## src/rtl/m3pc_pkg.sv

```systemverilog
package m3pc_pkg;

  // ----------------------------------------------------------------------
  // Register map
  // ----------------------------------------------------------------------
  localparam int ADDR_W = 8;
  localparam int DATA_W = 8;
  localparam logic [7:0] BUCK_KEY_ADDR = 8'h2F;
  localparam logic [7:0] RAIL_EN_ADDR = 8'h30;

  // Reset values: reserved 0, key action 1, offset 0, buck code 01100
  localparam logic [7:0] BUCK_KEY_RESET = 8'h4C;
  // Reset values: keep-alive code 0100, all four enables 1
  localparam logic [7:0] RAIL_EN_RESET = 8'h4F;
  localparam logic [7:0] READ_IDLE = 8'h00;

  // ----------------------------------------------------------------------
  // Field positions, first register
  // ----------------------------------------------------------------------
  localparam int RSVD_BIT = 7;
  localparam int ON_KEY_ACTION_BIT = 6;
  localparam int SYS_BUCK_OFFSET_BIT = 5;
  localparam int SYS_BUCK_CODE_MSB = 4;
  localparam int SYS_BUCK_CODE_LSB = 0;
  localparam int SYS_BUCK_CODE_W = 5;

  // ----------------------------------------------------------------------
  // Field positions, second register
  // ----------------------------------------------------------------------
  localparam int KEEPALIVE_CODE_MSB = 7;
  localparam int KEEPALIVE_CODE_LSB = 4;
  localparam int KEEPALIVE_CODE_W = 4;
  localparam int CORE_BUCK_EN_BIT = 3;
  localparam int SYS_BUCK_EN_BIT = 2;
  localparam int KEEPALIVE_EN_BIT = 1;
  localparam int SYS_REG_EN_BIT = 0;

  // ----------------------------------------------------------------------
  // Voltage mapping, in millivolts
  // ----------------------------------------------------------------------
  localparam int MV_W = 12;
  localparam int STEP_MV = 25;
  localparam int SYS_BUCK_BASE_MV = 1500;
  localparam int SYS_BUCK_MAX_CODE = 24;
  localparam int SYS_BUCK_OFFSET_MV = 1200;
  localparam int KEEPALIVE_BASE_MV = 1700;
  localparam int KEEPALIVE_MAX_CODE = 8;

  // Key action encodings
  localparam logic ON_KEY_TO_MODE0 = 1'b0;
  localparam logic ON_KEY_STAY = 1'b1;

  // ----------------------------------------------------------------------
  // Mode settings
  // ----------------------------------------------------------------------
  typedef enum logic [1:0] {
    M3PC_MODE0,
    M3PC_MODE1,
    M3PC_MODE2,
    M3PC_MODE3
  } m3pc_mode_type;

  // Two select bits to a mode setting
  function automatic m3pc_mode_type m3pc_to_mode(input logic [1:0] sel);
    m3pc_mode_type m;
    m = M3PC_MODE0;
    unique case (sel)
      2'h0: m = M3PC_MODE0;
      2'h1: m = M3PC_MODE1;
      2'h2: m = M3PC_MODE2;
      2'h3: m = M3PC_MODE3;
    endcase
    return m;
  endfunction : m3pc_to_mode

endpackage : m3pc_pkg

```

## src/rtl/m3pc_code_to_mv.sv

```systemverilog
`timescale 1ns/1ps

// Saturating voltage-code decoder: clamps a code and turns it into mV
module m3pc_code_to_mv #(
  parameter int CODE_W = 5,
  parameter int MAX_CODE = 24,
  parameter int BASE_MV = 1500,
  parameter int ADD_MV = 1200
) (
  // Code in
  input wire logic [CODE_W-1:0] i_code,
  input wire logic i_add,
  // Decoded result
  output logic [CODE_W-1:0] o_code,
  output logic [m3pc_pkg::MV_W-1:0] o_mv
);

  localparam logic [CODE_W-1:0] MAX_C = CODE_W'(MAX_CODE);

  // Codes past the top step hold the top voltage
  always_comb
  begin
    o_code = (i_code > MAX_C) ? MAX_C : i_code;
    o_mv = m3pc_pkg::MV_W'(BASE_MV) + m3pc_pkg::MV_W'(o_code) * m3pc_pkg::MV_W'(m3pc_pkg::STEP_MV);
    if (i_add)
    begin
      o_mv = o_mv + m3pc_pkg::MV_W'(ADD_MV);
    end
  end

endmodule : m3pc_code_to_mv

```

## src/rtl/m3pc_regs.sv

```systemverilog
// Operation
// Key fall with action 0 returns to mode 0
// Key fall with action 1 keeps mode
// Offset bit adds 1.2 V to buck
// Buck code 1.500 V, 25 mV steps, saturates
// Keep-alive code 1.700 V, 25 mV steps, saturates
// Bit 3 enables core buck
// Bit 2 enables system buck
// Bit 1 enables keep-alive regulator
// Bit 0 enables system regulator
// Both registers read back last written value
// Mode from pins or register bits, per select
// Fields act only while mode 3 active
// Reserved bit stores and reads, no effect
`timescale 1ns/1ps

module m3pc_regs (
  // Clock and reset
  input wire logic i_sys_clk,
  input wire logic i_rst,
  // Register port
  input wire logic [m3pc_pkg::ADDR_W-1:0] i_addr,
  input wire logic [m3pc_pkg::DATA_W-1:0] i_wdata,
  input wire logic i_wr,
  input wire logic i_rd,
  output logic [m3pc_pkg::DATA_W-1:0] o_rdata,
  // Mode selection sources
  input wire logic i_mode3_pin_select_source,
  input wire logic [1:0] i_mode_select_pins,
  input wire logic i_mode_select_bit0,
  input wire logic i_mode_select_bit1,
  // Debounced key event
  input wire logic i_on_fall,
  // Mode status
  output logic [1:0] o_active_mode,
  output logic o_mode3_active,
  output logic o_return_to_mode0,
  // Rail controls for mode setting 3
  output logic o_core_buck_en,
  output logic o_system_buck_en,
  output logic o_keepalive_reg_en,
  output logic o_system_reg_en,
  output logic [4:0] o_system_buck_code,
  output logic o_system_buck_offset,
  output logic [m3pc_pkg::MV_W-1:0] o_system_buck_mv,
  output logic [3:0] o_keepalive_reg_code,
  output logic [m3pc_pkg::MV_W-1:0] o_keepalive_reg_mv
);

  // ----------------------------------------------------------------------
  // Address decode
  // ----------------------------------------------------------------------

  // Shared by the write path and the read path
  function automatic logic m3pc_hit(
    input logic [m3pc_pkg::ADDR_W-1:0] addr,
    input logic [m3pc_pkg::ADDR_W-1:0] reg_addr
  );
    return addr == reg_addr;
  endfunction : m3pc_hit

  logic buck_key_hit;
  logic rail_en_hit;

  // Each register decoded once from the raw address
  assign buck_key_hit = m3pc_hit(i_addr, m3pc_pkg::BUCK_KEY_ADDR);
  assign rail_en_hit = m3pc_hit(i_addr, m3pc_pkg::RAIL_EN_ADDR);

  // ----------------------------------------------------------------------
  // Configuration storage
  // ----------------------------------------------------------------------

  logic [m3pc_pkg::DATA_W-1:0] buck_key_q;
  logic [m3pc_pkg::DATA_W-1:0] rail_en_q;

  // First register: all eight bits stored, reserved bit too
  always_ff @(posedge i_sys_clk)
  begin
    if (i_rst)
    begin
      buck_key_q <= m3pc_pkg::BUCK_KEY_RESET;
    end
    else if (i_wr && buck_key_hit)
    begin
      buck_key_q <= i_wdata;
    end
  end

  // Second register: keep-alive code and four rail enables
  always_ff @(posedge i_sys_clk)
  begin
    if (i_rst)
    begin
      rail_en_q <= m3pc_pkg::RAIL_EN_RESET;
    end
    else if (i_wr && rail_en_hit)
    begin
      rail_en_q <= i_wdata;
    end
  end

  // ----------------------------------------------------------------------
  // Read path
  // ----------------------------------------------------------------------

  logic [m3pc_pkg::DATA_W-1:0] rdata_d;
  logic [m3pc_pkg::DATA_W-1:0] rdata_q;

  // Stored values come back unaltered; unmapped addresses read zero
  always_comb
  begin
    rdata_d = m3pc_pkg::READ_IDLE;
    if (i_rd && buck_key_hit)
    begin
      rdata_d = buck_key_q;
    end
    else if (i_rd && rail_en_hit)
    begin
      rdata_d = rail_en_q;
    end
  end

  // Data stand for exactly the cycle after the strobe, zero otherwise
  always_ff @(posedge i_sys_clk)
  begin
    if (i_rst)
    begin
      rdata_q <= m3pc_pkg::READ_IDLE;
    end
    else
    begin
      rdata_q <= rdata_d;
    end
  end

  assign o_rdata = rdata_q;

  // ----------------------------------------------------------------------
  // Field extraction
  // ----------------------------------------------------------------------

  logic on_key_action;
  logic sys_buck_offset;
  logic [m3pc_pkg::SYS_BUCK_CODE_W-1:0] sys_buck_code_raw;
  logic [m3pc_pkg::KEEPALIVE_CODE_W-1:0] keepalive_code_raw;

  // The reserved bit is deliberately not picked up anywhere
  assign on_key_action = buck_key_q[m3pc_pkg::ON_KEY_ACTION_BIT];
  assign sys_buck_offset = buck_key_q[m3pc_pkg::SYS_BUCK_OFFSET_BIT];
  assign sys_buck_code_raw = buck_key_q[m3pc_pkg::SYS_BUCK_CODE_MSB:m3pc_pkg::SYS_BUCK_CODE_LSB];
  assign keepalive_code_raw =
    rail_en_q[m3pc_pkg::KEEPALIVE_CODE_MSB:m3pc_pkg::KEEPALIVE_CODE_LSB];

  // ----------------------------------------------------------------------
  // Code decoders
  // ----------------------------------------------------------------------

  logic [m3pc_pkg::SYS_BUCK_CODE_W-1:0] sys_buck_code_sat;
  logic [m3pc_pkg::MV_W-1:0] sys_buck_mv;
  logic [m3pc_pkg::KEEPALIVE_CODE_W-1:0] keepalive_code_sat;
  logic [m3pc_pkg::MV_W-1:0] keepalive_mv;

  // System buck: 1.500 V base, clamp above 11000, optional 1.2 V offset
  m3pc_code_to_mv #(
    .CODE_W(m3pc_pkg::SYS_BUCK_CODE_W),
    .MAX_CODE(m3pc_pkg::SYS_BUCK_MAX_CODE),
    .BASE_MV(m3pc_pkg::SYS_BUCK_BASE_MV),
    .ADD_MV(m3pc_pkg::SYS_BUCK_OFFSET_MV)
  ) u_sys_buck_dec (
    .i_code(sys_buck_code_raw),
    .i_add(sys_buck_offset),
    .o_code(sys_buck_code_sat),
    .o_mv(sys_buck_mv)
  );

  // Keep-alive regulator: 1.700 V base, clamp above 1000, no offset
  m3pc_code_to_mv #(
    .CODE_W(m3pc_pkg::KEEPALIVE_CODE_W),
    .MAX_CODE(m3pc_pkg::KEEPALIVE_MAX_CODE),
    .BASE_MV(m3pc_pkg::KEEPALIVE_BASE_MV),
    .ADD_MV(0)
  ) u_keepalive_dec (
    .i_code(keepalive_code_raw),
    .i_add(1'b0),
    .o_code(keepalive_code_sat),
    .o_mv(keepalive_mv)
  );

  // ----------------------------------------------------------------------
  // Active mode selection
  // ----------------------------------------------------------------------

  m3pc_pkg::m3pc_mode_type mode_d;
  m3pc_pkg::m3pc_mode_type mode_q;
  logic mode3_now;

  // One source only: the other is ignored entirely, never merged
  always_comb
  begin
    if (i_mode3_pin_select_source)
    begin
      mode_d = m3pc_pkg::m3pc_to_mode(i_mode_select_pins);
    end
    else
    begin
      mode_d = m3pc_pkg::m3pc_to_mode({i_mode_select_bit1, i_mode_select_bit0});
    end
  end

  // Mode registered so every control below switches in the same cycle
  always_ff @(posedge i_sys_clk)
  begin
    if (i_rst)
    begin
      mode_q <= m3pc_pkg::M3PC_MODE0;
    end
    else
    begin
      mode_q <= mode_d;
    end
  end

  assign mode3_now = (mode_d == m3pc_pkg::M3PC_MODE3);
  assign o_active_mode = mode_q;

  // ----------------------------------------------------------------------
  // Mode status flag
  // ----------------------------------------------------------------------

  logic mode3_q;

  // Qualifies the rail controls; downstream selects them only when high
  always_ff @(posedge i_sys_clk)
  begin
    if (i_rst)
    begin
      mode3_q <= 1'b0;
    end
    else
    begin
      mode3_q <= mode3_now;
    end
  end

  assign o_mode3_active = mode3_q;

  // ----------------------------------------------------------------------
  // Key event handling
  // ----------------------------------------------------------------------

  logic return_q;

  // Only a request; the mode logic outside performs the switch.
  // Action 1 swallows the event, and mode 0 never asks to re-enter itself.
  always_ff @(posedge i_sys_clk)
  begin
    if (i_rst)
    begin
      return_q <= 1'b0;
    end
    else
    begin
      return_q <= i_on_fall && mode3_now &&
                  (mode_d != m3pc_pkg::M3PC_MODE0) &&
                  (on_key_action == m3pc_pkg::ON_KEY_TO_MODE0);
    end
  end

  assign o_return_to_mode0 = return_q;

  // ----------------------------------------------------------------------
  // Rail enables
  // ----------------------------------------------------------------------

  logic core_buck_en_q;
  logic sys_buck_en_q;
  logic keepalive_en_q;
  logic sys_reg_en_q;

  // Outside mode 3 the stored bits are held but drive nothing
  always_ff @(posedge i_sys_clk)
  begin
    if (i_rst)
    begin
      core_buck_en_q <= 1'b0;
      sys_buck_en_q <= 1'b0;
      keepalive_en_q <= 1'b0;
      sys_reg_en_q <= 1'b0;
    end
    else
    begin
      core_buck_en_q <= mode3_now && rail_en_q[m3pc_pkg::CORE_BUCK_EN_BIT];
      sys_buck_en_q <= mode3_now && rail_en_q[m3pc_pkg::SYS_BUCK_EN_BIT];
      keepalive_en_q <= mode3_now && rail_en_q[m3pc_pkg::KEEPALIVE_EN_BIT];
      sys_reg_en_q <= mode3_now && rail_en_q[m3pc_pkg::SYS_REG_EN_BIT];
    end
  end

  assign o_core_buck_en = core_buck_en_q;
  assign o_system_buck_en = sys_buck_en_q;
  assign o_keepalive_reg_en = keepalive_en_q;
  assign o_system_reg_en = sys_reg_en_q;

  // ----------------------------------------------------------------------
  // Voltage targets
  // ----------------------------------------------------------------------

  logic [m3pc_pkg::SYS_BUCK_CODE_W-1:0] sys_buck_code_q;
  logic sys_buck_offset_q;
  logic [m3pc_pkg::MV_W-1:0] sys_buck_mv_q;
  logic [m3pc_pkg::KEEPALIVE_CODE_W-1:0] keepalive_code_q;
  logic [m3pc_pkg::MV_W-1:0] keepalive_mv_q;

  // Zero outside mode 3 so a stale target cannot leak into another mode
  always_ff @(posedge i_sys_clk)
  begin
    if (i_rst)
    begin
      sys_buck_code_q <= '0;
      sys_buck_offset_q <= 1'b0;
      sys_buck_mv_q <= '0;
      keepalive_code_q <= '0;
      keepalive_mv_q <= '0;
    end
    else if (mode3_now)
    begin
      sys_buck_code_q <= sys_buck_code_sat;
      sys_buck_offset_q <= sys_buck_offset;
      sys_buck_mv_q <= sys_buck_mv;
      keepalive_code_q <= keepalive_code_sat;
      keepalive_mv_q <= keepalive_mv;
    end
    else
    begin
      sys_buck_code_q <= '0;
      sys_buck_offset_q <= 1'b0;
      sys_buck_mv_q <= '0;
      keepalive_code_q <= '0;
      keepalive_mv_q <= '0;
    end
  end

  assign o_system_buck_code = sys_buck_code_q;
  assign o_system_buck_offset = sys_buck_offset_q;
  assign o_system_buck_mv = sys_buck_mv_q;
  assign o_keepalive_reg_code = keepalive_code_q;
  assign o_keepalive_reg_mv = keepalive_mv_q;

endmodule : m3pc_regs

```

## config.mk

```make
export PLATFORM = sky130hd
export DESIGN_NAME = m3pc_regs
export DESIGN_NICKNAME = d
export VERILOG_FILES = /design/src/rtl/m3pc_pkg.sv /design/src/rtl/m3pc_code_to_mv.sv /design/src/rtl/m3pc_regs.sv
export SDC_FILE = /design/constraint.sdc
export NUM_CORES = 1
export LEC_CHECK = 0
export BUFFER_PORTS_ARGS = -buffer_cell sky130_fd_sc_hd__buf_4
export CAP_MARGIN = 40
export CORE_MARGIN = 10
export CORE_UTILIZATION = 40
export CTS_BUF_LIST = sky130_fd_sc_hd__clkbuf_8
export CTS_CLUSTER_SIZE = 24
export DETAILED_ROUTE_END_ITERATION = 6
export PLACE_DENSITY = 0.66
export RECOVER_POWER = 100
export SYNTH_ARGS = -nofsm -noshare
export SYNTH_HDL_FRONTEND = slang
export SYNTH_SLANG_ARGS = --single-unit
```

## constraint.sdc

```tcl
create_clock -name i_sys_clk -period 3.5 [get_ports i_sys_clk]
set_clock_uncertainty 0.05 [all_clocks]
set_input_delay 0 -clock i_sys_clk [delete_from_list [all_inputs] [get_ports i_sys_clk]]
set_output_delay 0 -clock i_sys_clk [all_outputs]
set_load 0.01 [all_outputs]
```

== Word level (Yosys, flattened, before mapping) ==
Cells that the tools add are included.

* Register bits after elaboration: 66
* Output and inout port bits: 50

* Add/subtract/negate cells: 3
* Multiply operators: 2
* Magnitude comparators: 2
* Eq/ne operators: 9
* Multiplexer cells: 8
* Bitwise logic cells: 2
* Reductions and logical operators: 15

{| class="wikitable"
|+ Operators by type and width
! cell !! count
|-
| equality test 8 x 6 -> 1 bit (second input constant) || 2
|-
| two-way mux 8 bit || 2
|-
| one-hot mux 2 bit (4 select lines) || 2
|-
| adder 11 x 10 -> 12 bit (first input constant) || 1
|-
| adder 11 x 9 -> 12 bit (first input constant) || 1
|-
| adder 12 x 11 -> 12 bit (second input constant) || 1
|-
| two-way mux 12 bit || 1
|-
| logical AND 1 bit || 11
|-
| equality test 2 bit (second input constant) || 5
|-
| multiplier 5 x 5 -> 10 bit (second input constant) || 1
|-
| multiplier 4 x 5 -> 9 bit (second input constant) || 1
|-
| > comparator 5 bit (second input constant) || 1
|-
| two-way mux 5 bit || 1
|-
| equality test 2 x 1 -> 1 bit (second input constant) || 2
|-
| > comparator 4 bit (second input constant) || 1
|-
| zero test 2 bit || 2
|-
| two-way mux 4 bit || 1
|-
| two-way mux 2 bit || 1
|-
| inverter 1 bit || 2
|-
| nonzero test 2 bit || 1
|-
| OR reduction 2 bit || 1
|}

== Logic depth before layout (Yosys ltp) ==
Gate-level depths: netlist of run 1.

* Depth after elaboration: 7
* Depth in mapped cells: 14
* Gate-level depth less buffers: 13

== Modules after synthesis ==
A second synthesis of run 1 with hierarchy kept.

* Cell total of the unflattened synthesis: 320
* Area total of the unflattened synthesis: 3190.6 µm²

{| class="wikitable"
|+ By module, submodules not included
! module !! instances !! cells each !! area each (µm²)
|-
| m3pc_regs || 1 || 197 || 2182.1
|-
| m3pc_code_to_mv at u_sys_buck_dec || 1 || 98 || 803.3
|-
| m3pc_code_to_mv at u_keepalive_dec || 1 || 25 || 205.2
|}

== Worst setup path after synthesis of run 1 ==
Ideal clock, no wire load.

* Path kind: reg-to-reg
* From: register buck_key_q[4] in the netlist's numbering
* To: register sys_buck_mv_q (netlist bit o_system_buck_mv[11])
* Library setup time: 119 ps
* Arrival time: 3283 ps
* Setup slack: 48 ps
* Cell stages (with the launch flop): 15
* Path buffers: 1
* Clock period less this slack: 3452 ps
* Cells stage by stage: dfxtp_1 > ha_1 > clkbuf_1 > nor2b_1 > ha_1 > ha_1 > ha_1 > inv_1 > fa_1 > nand2b_1 > a21oi_4 > xor2_2 > o211ai_2 > a2bb2oi_2 > mux2i_1

* Word-level cells in the longest chain between the ends: 6

{| class="wikitable"
|+ Ends and longest elaborated chain
! element !! line !! source
|-
| from (decl) || m3pc_regs.sv:73 || <nowiki>logic [m3pc_pkg::DATA_W-1:0] buck_key_q;</nowiki>
|-
| from (signal assigned) || m3pc_regs.sv:81 || <nowiki>buck_key_q <= m3pc_pkg::BUCK_KEY_RESET;</nowiki>
|-
| from (signal assigned) || m3pc_regs.sv:85 || <nowiki>buck_key_q <= i_wdata;</nowiki>
|-
| > comparator 5 bit * || m3pc_code_to_mv.sv:23 || <nowiki>o_code = (i_code > MAX_C) ? MAX_C : i_code;</nowiki>
|-
| two-way mux 5 bit * || m3pc_code_to_mv.sv:23 ||
|-
| net sys_buck_code_sat, one bit || m3pc_regs.sv:158 || <nowiki>logic [m3pc_pkg::SYS_BUCK_CODE_W-1:0] sys_buck_code_sat;</nowiki>
|-
| multiplier 5 x 5 -> 10 bit * || m3pc_code_to_mv.sv:24 || <nowiki>o_mv = m3pc_pkg::MV_W'(BASE_MV) + m3pc_pkg::MV_W'(o_code) * m3pc_pkg::MV_W'(m3pc_pkg::STEP_MV);</nowiki>
|-
| adder 11 x 10 -> 12 bit * || m3pc_code_to_mv.sv:24 ||
|-
| adder 12 x 11 -> 12 bit || m3pc_code_to_mv.sv:27 || <nowiki>o_mv = o_mv + m3pc_pkg::MV_W'(ADD_MV);</nowiki>
|-
| two-way mux 12 bit * || m3pc_code_to_mv.sv:25 || <nowiki>if (i_add)</nowiki>
|-
| to (signal assigned) || m3pc_regs.sv:329 || <nowiki>sys_buck_mv_q <= sys_buck_mv;</nowiki>
|-
| to (decl) || m3pc_regs.sv:310 || <nowiki>logic [m3pc_pkg::MV_W-1:0] sys_buck_mv_q;</nowiki>
|}

The timed path passes the listed nets; every way through them passes the cells marked *.
A chain may end at the register's enable or synchronous reset.

== Worst setup path after layout of run 1 ==
Ends and elaborated chain as after synthesis.

==> reports/qor.yml, run 1 <==
critical_path:
  crit_end_element: "register"
  cp_max_fo: 6
  critical_path.cell_chain: "ha_2, nor2b_2, ha_1, ha_1, ha_1, inv_1, fa_1, nand2b_1, a21oi_4, xor2_2, buf_4, o211ai_2, a2bb2oi_2, mux2i_1"
  critical_path.top_delay_family: "adder cells"
  critPathBufInv: 2
  cpPeakStageDelay_ps: 460
  cell_type_with_the_highest_occurrence_count_on_the_critical_path: "ha_1"
  crit_required_ps: 3690
  timing.critical_path.slowest_stage_cell: "fa_1"
  criticalPathCategory: "register to register"
  setup.worst_path.start_class: "register"
  worst-endpoint-arrival_ps: 3470
placement:
  gp_congestion: 0.738
  dp.cells: 444
  portBuffers: 75
  dpl_cell_area_mm2: 0.00344
  final_hpwl_from_detailed_placement_um: 4610
floorplan:
  boundaryPins: 76
  die_width_um: 104
  die_h_um: 104
  placement_rows: 30
  floorplan.core_area_mm2: 0.00683
  floorplan.die_area_mm2: 0.0109
  initial_core_util_pct: 41.5
timing:
  post-route-period-util_pct: 93.9
  final_max_slew_viol_count: 0
  rsz0062_at_grt: "false"
  max_slew.worst_pin.slew_ps: 1130
  setup_total_negative_slack_ps: 0
  setup_violations: 0
  timing.slew.headroom_pct: 24.9
  fmax_mhz: 304
  layout_min_cycle_time_ps: 3290
  report.final.hold_viol_count: 0
layout:
  post_route_cells_drive_above_1_share_pct: 15.4
  final_common_cell: "dfxtp_1"
  area.growth.synth_to_final_pct: 29.2
  diodes: 0
  number_of_standard_cells_in_the_layout_taps_in_and_fillers_out: 478
  layout.nets: 434
  fin_area_mm2: 0.00367
  most_used_cells_in_the_layout_excluding_fill_and_tap_cells: "dfxtp_1, clkbuf_1, nor2_1"
route:
  drcViolationCount: 0
  post_drt_wl_per_cell_um: 13.3
  drt-total-wl_um: 6370
  routed_via_density: 4.60
  postRouteAntennaNets: 0
  detailedRoute.firstPassIterationCount: 4
  initialDrtViolationCount: 59
  via_count: 2199
synthesis:
  ys_seq_elements: 62
  synth-main-ff-cell: "dfxtp_1"
  post_synth.cell_area_avg_um2: 9.89
  yosys_warnings: 0
  ys_types: 43
  seq_area_frac_synth_pct: 43.7
  netlist.top_cell.by_area: "dfxtp_1"
  number_of_cells_produced_by_synthesis: 287
  synth.area.top_cells: "dfxtp_1, ha_1, nor2_1"
  syn_nets: 344
  synthDominantCellAreaShare_pct: 43.7
  synth-edff-count: 0
  netlist_area_mm2: 0.00284
  synth-async-reset-ratio_pct: 0
global_routing:
  grt_overflow: 0
  global_route.usage.total_pct: 11.8
  groute.layer.met2.usage_pct: 18.5
  via_count_of_the_first_global_routing_pass: 2094
  globalRouteMet1Util_pct: 13.9
  grt_antenna_before_repair: 0
  grt_max_degree: 28
  grt_first_pass_wirelength_um: 10300
  busiest_layer: "met2"
  global_route.usage.met3_pct: 4.83
run_status:
  run_status: "finished clean"
pwr:
  powerDensity_mw_per_mm2: 433
  worst_ir_drop_vdd_mv: 0.245
  p_leak_nw: 1.64
job:
  max_cap_viol_count: 0
worst_hold_path:
  min_path_type: "primary input to register"
clock_network:
  clock_tree_from_tritoncts: "done"
  clock_latency_ps: 340
  tritoncts.num_buffers: 9
  cts-root-buf: "clkbuf_8"
  cts.sinks: 62
  cts_htree_levels: 3
  cts_buffer_depth: 2
  clk_transition_reported_paths_ps: 70
==> sequential cells by signal, indices dropped and copies added, names as in the netlist <==
register	flops
o_keepalive_reg_mv	10
o_system_buck_mv	10
buck_key_q	8
o_rdata	8
rail_en_q	8
o_system_buck_code	5
o_keepalive_reg_code	4
o_active_mode	2
o_core_buck_en	1
o_keepalive_reg_en	1
o_mode3_active	1
o_return_to_mode0	1
o_system_buck_en	1
o_system_buck_offset	1
o_system_reg_en	1
==> worst register-to-register path, cell delays in order, from the launching register on <==
cell and delay [ps]:
dfxtp_1 340, ha_2 250, nor2b_2 70, ha_1 290, ha_1 290, ha_1 310
inv_1 60, fa_1 460, nand2b_1 200, a21oi_4 170, xor2_2 170, buf_4 140
o211ai_2 100, a2bb2oi_2 170, mux2i_1 130
==> layout make-up <==
cell class / count / area, um^2
flip-flops and latches: 62 / 1240
fillers: 665 / 3160
clock inverters: 7 / 120
clock buffers: 9 / 124
multi-input cells: 185 / 1400
repair buffers: 98 / 581
well taps: 96 / 120
inverters: 21 / 83.8
==> path summary, 6_finish.rpt <==
path | startpoint | to | slack, ps | depth (start not counted)
min | i_rd | o_rdata[4] | 240 | 4
max | buck_key_q[4] | o_system_buck_mv[11] | 210 | 14
min reg2reg | buck_key_q[6] | o_return_to_mode0 | 400 | 1
max reg2reg | buck_key_q[4] | o_system_buck_mv[11] | 210 | 14
==> stage by stage <==
| stage | total power [mW] | setup WS (ps) | util [%] | hold slack [ps] |
|---|---|---|---|---|
| final | 1.59 | 213 | 53.7 | 242 |
| after global routing | 1.64 | 2.84 | 53.7 | 255 |
| after CTS | 1.61 | 139 | 56.2 | 231 |
| after detailed placement | 0.824 | 190 | 50.3 | 167 |
| after global placement | 0.822 | 282 | 50.3 | 163 |
| after floorplan | 0.776 | 47.5 | - | 67.9 |
==> report_power, final <==
group	total, mW	switching, mW	internal (mW)
Clock	0.778	0.301	0.477
Combinational	0.0901	0.0442	0.0459
Sequential	0.721	0.00310	0.718
Total	1.59	0.348	1.24
==> Yosys cell counts, drive strengths merged, types with 2 or more instances <==
cell,count
nand2,5
nor3b,2
inv,21
nand4,2
and2,16
fa,3
o21ai,4
xor2,5
nor2b,12
xnor2,7
and3,3
clkbuf,9
a21o,2
mux2i,12
nor2,42
nand2b,3
a22oi,8
buf,10
ha,28
dfxtp,62
nor3,2
a211o,9
or2,4
nand3,3
a31oi,2
a21oi,5
==> kinds of logic (layout without fill, tap and decap cells) <==
logic type / count (synthesis) / after routing / share of synthesized area, %
simple gates: 96 / 96 / 17.0
flops: 62 / 62 / 43.7
buf+inv: 40 / 135 / 7.23
compound gates: 33 / 33 / 9.21
fa+ha+maj: 31 / 31 / 14.5
xor+xnor: 12 / 12 / 3.97
mux: 12 / 12 / 4.23
other cells: 1 / 1 / 0.132
==> routing by layer <==
layer	vias to the layer above	wire (um)
met3	9	301
met2	66	2980
met4	0	123
li1	1116	-
met1	1008	2960
met5	-	0
==> repair_timing <==
item	CTS	global route
setup endpoints to repair	0	3
buffers inserted	0	2
endpoints found under the hold margin	27	0
gates resized for setup	0	3
hold buffers	16	0
Power figures use the tool's default switching activity.
==> run 2: changes to the inputs <==
==> constraint.sdc (replaced) <==
create_clock -name i_sys_clk -period 3.5 [get_ports i_sys_clk]
set_clock_uncertainty 0.05 [all_clocks]
set_input_delay 0.35 -clock i_sys_clk [delete_from_list [all_inputs] [get_ports i_sys_clk]]
set_output_delay 0.35 -clock i_sys_clk [all_outputs]
set_load 0.01 [all_outputs]
==> run 2 against run 1 <==
Register-to-register slack gained 70 ps; core utilization shrank 3.2 points; setup slack gained 72 ps; worst hold slack lost 70 ps; sequential share of layout area grew 2.1 points; first-iteration DRC count grew 54%.
==> reports/qor.yml, run 2 (synthesis results as in run 1) <==
floorplan:
  boundaryPins: 76  # unchanged
  placement_rows: 30  # unchanged
  floorplan.die_area_mm2: 0.0109  # unchanged
  die_h_um: 104  # unchanged
  die_width_um: 104  # unchanged
  floorplan.core_area_mm2: 0.00683  # unchanged
  initial_core_util_pct: 41.5  # unchanged
timing:
  report.final.hold_viol_count: 0  # unchanged
  setup_violations: 0  # unchanged
  max_slew.worst_pin.slew_ps: 728  # was 1130 ps
  layout_min_cycle_time_ps: 3220  # was 3290 ps
  post-route-period-util_pct: 91.9  # was 93.9%
  timing.slew.headroom_pct: 51.4  # was 24.9%
  rsz0062_at_grt: "false"  # unchanged
  worst_hold_slack_ps: 172  # was 242 ps
  fmax_mhz: 311  # was 304 MHz
  final_max_slew_viol_count: 0  # unchanged
  layout_setup_ws_ps: 285  # was 213 ps
  setup_total_negative_slack_ps: 0  # unchanged
critical_path:
  crit_required_ps: 3710  # was 3690 ps
  cell_type_with_the_highest_occurrence_count_on_the_critical_path: "ha_1"  # unchanged
  r2r_end: "o_system_buck_mv[11]"  # unchanged
  cp_max_fo: 6  # unchanged
  critPathBufInv: 1  # was 2
  worst_r2r_start: "buck_key_q[3]"  # was buck_key_q[4]
  timing.critical_path.slowest_stage_cell: "fa_1"  # unchanged
  r2r_cells: 13  # was 14
  reg2reg_slack_ps: 280  # was 210 ps
  critical_path.top_delay_family: "adder cells"  # unchanged
  setup.worst_path.start_class: "register"  # unchanged
  worst-endpoint-arrival_ps: 3420  # was 3470 ps
  cpPeakStageDelay_ps: 460  # about the same
  critical_path.cell_chain: "ha_4, nor2b_2, ha_1, ha_1, ha_1, inv_1, fa_1, nand2b_1, a21oi_4, xor2_2, o211ai_2, a2bb2oi_2, mux2i_1"  # was ha_2, nor2b_2, ha_1, ha_1, ha_1, inv_1, fa_1, nand2b_1, a21oi_4, xor2_2, buf_4, o211ai_2, a2bb2oi_2, mux2i_1
  crit_end_element: "register"  # unchanged
  criticalPathCategory: "register to register"  # unchanged
job:
  max_cap_viol_count: 0  # unchanged
route:
  routed_via_density: 4.52  # was 4.60
  initialDrtViolationCount: 91  # was 59
  postRouteAntennaNets: 0  # unchanged
  detailedRoute.firstPassIterationCount: 4  # unchanged
  drcViolationCount: 0  # unchanged
  drt-total-wl_um: 6170  # was 6370 um
  post_drt_wl_per_cell_um: 13.4  # was 13.3 um
  via_count: 2079  # was 2,199
worst_hold_path:
  hold_start: "i_wdata[0]"  # was i_rd
  hold_end: "rail_en_q[0]"  # was o_rdata[4]
  min_path_type: "primary input to register"  # unchanged
  min_delay_path_depth: 2  # was 4
clock_network:
  cts-root-buf: "clkbuf_8"  # unchanged
  cts_htree_levels: 3  # unchanged
  tritoncts.num_buffers: 9  # unchanged
  clock_latency_ps: 340  # about the same
  cts_hold_buf: 0  # was 16
  clock_tree_from_tritoncts: "done"  # unchanged
  clk_transition_reported_paths_ps: 70  # about the same
  post-cts-setup-buffer-count: 0  # unchanged
  cts.sinks: 62  # unchanged
  cts_buffer_depth: 2  # unchanged
layout:
  area.growth.synth_to_final_pct: 21.6  # was 29.2%
  total_area_of_multi_input_combinational_cells_mm2: 0.00141  # was 0.00140 mm^2
  final_common_cell: "dfxtp_1"  # unchanged
  most_used_cells_in_the_layout_excluding_fill_and_tap_cells: "dfxtp_1, clkbuf_1, nor2_1"  # unchanged
  layout.nets: 416  # was 434
  final_util_pct: 50.5  # was 53.7%
  post_route_cells_drive_above_1_share_pct: 14.8  # was 15.4%
  diodes: 0  # unchanged
  filler_cell_count: 710  # was 665
  seqCellArea_mm2: 0.00124  # unchanged
global_routing:
  via_count_of_the_first_global_routing_pass: 2062  # was 2,094
  grt_max_degree: 28  # unchanged
  grt_first_pass_wirelength_um: 10200  # was 10,300 um
  grt_overflow: 0  # unchanged
  grt_antenna_before_repair: 0  # unchanged
  global_route.usage.total_pct: 11.6  # was 11.8%
placement:
  placement_stage_worst_setup_slack_ps: 192  # was 190 ps
  gp_congestion: 0.745  # was 0.738
  final_hpwl_from_detailed_placement_um: 4640  # was 4610 um
  portBuffers: 75  # unchanged
run_status:
  run_status: "finished clean"  # unchanged
pwr:
  worst_ir_drop_vdd_mv: 0.181  # was 0.245 mV
  p_leak_nw: 1.53  # was 1.64 nW
  powerDensity_mw_per_mm2: 413  # was 433 mW/mm^2
## run 2: changes by cell type in the layout (fill, tap and decap cells not counted)
cell | before | now
and2_0 | 6 | 10
ha_2 | 1 | 0
and2_1 | 10 | 6
dlygate4sd3_1 | 16 | 0
ha_4 | 0 | 1
buf_4 | 28 | 25
bufinv_16 | 3 | 1
inv_6 | 3 | 0
clkinvlp_2 | 0 | 1
inv_1 | 20 | 22
clkbuf_8 | 9 | 11
clkbuf_1 | 52 | 53
## run 2: worst max path at each step
stage	cells past startpoint	end	slack, ps	startpoint
after floorplan	14	o_system_buck_mv[11]	50	buck_key_q[4]
after global placement	13	o_system_buck_mv[11]	280	buck_key_q[3]
after detailed placement	13	o_system_buck_mv[11]	190	buck_key_q[3]
after CTS	13	o_system_buck_mv[11]	160	buck_key_q[3]
after global routing	14	o_system_buck_mv[10]	20	buck_key_q[4]
final	13	o_system_buck_mv[11]	280	buck_key_q[3]
## run 2: where the power goes
part,internal (mW),switching (mW)
Clock,0.361,0.271
Combinational,0.0336,0.0395
Sequential,0.718,0.00313
## run 2: per-layer routing
layer	track usage [%]	vias to the layer above	part of all wire, %
met4	6.66	0	2.3
li1	-	1076	-
met2	17.4	59	44
met3	3.84	10	4.7
met1	14.3	934	50
met5	0	-	0
## run 2: what timing repair did
item / 4_1_cts / 5_1_grt
hold endpoints to repair: 0 / 0
setup endpoints to repair: 0 / 2
gates resized for setup: 0 / 4
## run 2: stage by stage
stage	instance area, um^2	total power [mW]	cells
CTS	3640	1.46	460
global route	3450	1.48	460
global placement	3440	0.823	444
detailed placement	3440	0.824	444
floorplan	2840	0.776	287
finish	3450	1.43	460
## run 2: worst reg2reg max path, delay by kind of cell, from the launching register on
kind | cells | cell delay (ps)
fa+ha+maj | 5 | 1540
compound gates | 3 | 470
flops | 1 | 380
simple gates | 2 | 250
xor+xnor | 1 | 210
mux | 1 | 190
buf+inv | 1 | 60
## run 2: final cells by class
| cell class | instances | share of cell area [%] |
|---|---|---|
| repair buffers | 80 | 11.6 |
| clock buffers | 11 | 4.39 |
| flip-flops and latches | 62 | 36.0 |
| inverters | 21 | 2.32 |
| multi-input cells | 185 | 40.8 |
| well taps | 96 | 3.48 |
| clock inverters | 5 | 1.45 |
==> run 3: changes to the inputs <==
--- a/config.mk
+++ b/config.mk
@@ -5,14 +5,13 @@
 export SDC_FILE = /design/constraint.sdc
 export NUM_CORES = 1
 export LEC_CHECK = 0
-export BUFFER_PORTS_ARGS = -buffer_cell sky130_fd_sc_hd__buf_4
 export CAP_MARGIN = 40
 export CORE_MARGIN = 10
 export CORE_UTILIZATION = 40
 export CTS_BUF_LIST = sky130_fd_sc_hd__clkbuf_8
 export CTS_CLUSTER_SIZE = 24
 export DETAILED_ROUTE_END_ITERATION = 6
-export PLACE_DENSITY = 0.66
+export DONT_BUFFER_PORTS = 1
 export RECOVER_POWER = 100
 export SYNTH_ARGS = -nofsm -noshare
 export SYNTH_HDL_FRONTEND = slang
==> run 3 against run 2 <==
Maximum frequency decreased by 1.3%; first-iteration DRC count decreased by 26%; final area fell by 12%; critical endpoint is now o_system_buck_mv[10].
==> reports/qor.yml, run 3 (synthesis results as in run 1) <==
run_status:
  run_status: "finished clean"  # unchanged
timing:
  setup_total_negative_slack_ps: 0  # unchanged
  post-route-period-util_pct: 93.0  # was 91.9%
  layout_min_cycle_time_ps: 3260  # was 3220 ps
  fmax_mhz: 307  # was 311 MHz
  final_max_slew_viol_count: 0  # unchanged
  report.final.hold_viol_count: 0  # unchanged
  timing.slew.headroom_pct: 30.9  # was 51.4%
  setup_violations: 0  # unchanged
  rsz0062_at_grt: "false"  # unchanged
  max_slew.worst_pin.slew_ps: 1040  # was 728 ps
  worst_hold_slack_ps: 32.6  # was 172 ps
global_routing:
  grt_max_degree: 28  # unchanged
  global_route.usage.total_pct: 10.9  # was 11.6%
  grt_antenna_before_repair: 0  # unchanged
  via_count_of_the_first_global_routing_pass: 1810  # was 2,062
  grt_first_pass_wirelength_um: 9430  # was 10,200 um
  grt_overflow: 0  # unchanged
critical_path:
  worst-endpoint-arrival_ps: 3460  # was 3420 ps
  crit_required_ps: 3710  # about the same
  cp_max_fo: 6  # unchanged
  cell_type_with_the_highest_occurrence_count_on_the_critical_path: "ha_1"  # unchanged
  crit_end_element: "register"  # unchanged
  timing.critical_path.slowest_stage_cell: "fa_1"  # unchanged
  cpPeakStageDelay_ps: 460  # about the same
  critical_path.cell_chain: "ha_2, nor2b_2, ha_1, ha_1, ha_1, inv_1, fa_1, nand2b_1, a21oi_4, xor2_2, o21ai_0, o21ai_1, mux2i_1"  # was ha_4, nor2b_2, ha_1, ha_1, ha_1, inv_1, fa_1, nand2b_1, a21oi_4, xor2_2, o211ai_2, a2bb2oi_2, mux2i_1
  setup.worst_path.start_class: "register"  # unchanged
  criticalPathCategory: "register to register"  # unchanged
layout:
  number_of_standard_cells_in_the_layout_taps_in_and_fillers_out: 383  # was 460
  layout.nets: 341  # was 416
  diodes: 0  # unchanged
  filler_cell_count: 675  # was 710
  total_area_of_multi_input_combinational_cells_mm2: 0.00139  # was 0.00141 mm^2
  seqCellArea_mm2: 0.00124  # unchanged
  most_used_cells_in_the_layout_excluding_fill_and_tap_cells: "dfxtp_1, nor2_1, ha_1"  # was dfxtp_1, clkbuf_1, nor2_1
  fin_area_mm2: 0.00304  # was 0.00345 mm^2
  area.growth.synth_to_final_pct: 7.10  # was 21.6%
  final_common_cell: "dfxtp_1"  # unchanged
  post_route_cells_drive_above_1_share_pct: 10.1  # was 14.8%
route:
  routed_via_density: 4.78  # was 4.52
  post_drt_wl_per_cell_um: 15.2  # was 13.4 um
  drcViolationCount: 0  # unchanged
  via_count: 1829  # was 2,079
  postRouteAntennaNets: 0  # unchanged
  drt-total-wl_um: 5820  # was 6170 um
  initialDrtViolationCount: 67  # was 91
  detailedRoute.firstPassIterationCount: 4  # unchanged
clock_network:
  cts.sinks: 62  # unchanged
  clk_transition_reported_paths_ps: 70  # about the same
  post-cts-setup-buffer-count: 0  # unchanged
  cells_resized_by_post_cts_repair: 0  # unchanged
  cts-root-buf: "clkbuf_8"  # unchanged
  clock_tree_from_tritoncts: "done"  # unchanged
  cts_htree_levels: 3  # unchanged
  tritoncts.num_buffers: 9  # unchanged
  cts_buffer_depth: 2  # unchanged
  cts_hold_buf: 0  # unchanged
  clock_latency_ps: 330  # was 340 ps
floorplan:
  floorplan.core_area_mm2: 0.00683  # unchanged
  die_width_um: 104  # unchanged
  die_h_um: 104  # unchanged
  floorplan.die_area_mm2: 0.0109  # unchanged
  placement_rows: 30  # unchanged
  boundaryPins: 76  # unchanged
  initial_core_util_pct: 41.5  # unchanged
pwr:
  worst_ir_drop_vdd_mv: 0.148  # was 0.181 mV
  powerDensity_mw_per_mm2: 442  # was 413 mW/mm^2
  p_leak_nw: 1.34  # was 1.53 nW
  power_mw: 1.34  # was 1.43 mW
placement:
  gp_congestion: 0.777  # was 0.745
  dpl_cell_area_mm2: 0.00287  # was 0.00344 mm^2
  final_hpwl_from_detailed_placement_um: 4220  # was 4640 um
  dp.cells: 369  # was 444
  portBuffers: 0  # was 75
job:
  max_cap_viol_count: 0  # unchanged
worst_hold_path:
  min_path_type: "primary input to register"  # unchanged
-- run 3: cell types whose count changed in the layout (fill, tap and decap cells not counted), moves of 2 or more --
cell	delta
clkbuf_1	-51
clkinv_2	+2
and2_0	-5
clkbuf_4	-2
buf_4	-22
and2_1	+5
clkbuf_8	-2
inv_1	-2
-- run 3: area by class of cell --
cell class,count,share of cell area [%]
well taps,96,3.95
inverters,21,2.63
flip-flops and latches,62,40.8
repair buffers,5,0.988
clock inverters,5,1.73
multi-input cells,185,45.8
clock buffers,9,4.08
-- run 3: metrics by stage --
| step | worst slack, ps | util [%] |
|---|---|---|
| floorplan | 47.5 | - |
| finish | 244 | 44.5 |
| CTS | 173 | 44.7 |
| global placement | 279 | 42.1 |
| global route | 21.4 | 44.5 |
| detailed placement | 218 | 42.1 |
-- run 3: per-layer routing --
metal | vias to the layer above | global-route usage [%] | wire length, um
li1 | 922 | - | -
met1 | 850 | 12.4 | 2570
met2 | 53 | 17.0 | 2760
met3 | 4 | 5.20 | 420
met4 | 0 | 5.07 | 70
met5 | - | 0 | 0
-- run 3: path summary, 6_finish.rpt --
check                 from              endpoint  slack [ps]  depth (start not counted)
max reg2reg  buck_key_q[4]  o_system_buck_mv[10]         240                         13
min                  i_rst            o_rdata[7]          30                          1
min reg2reg  buck_key_q[6]     o_return_to_mode0         400                          1
max          buck_key_q[4]  o_system_buck_mv[10]         240                         13
-- run 3: power by group --
group          internal (mW)  switching [mW]  total (mW)
clock network          0.317           0.266       0.582
registers              0.719          0.0118       0.730
logic                 0.0123          0.0176      0.0299
-- run 3: worst max-delay path, delay by kind of cell (launching register included) --
| kind | cells | cell delay [ps] |
|---|---|---|
| flops | 1 | 340 |
| compound gates | 3 | 460 |
| fa+ha+maj | 5 | 1600 |
| buf+inv | 1 | 60 |
| simple gates | 2 | 270 |
| xor+xnor | 1 | 210 |
| mux | 1 | 210 |
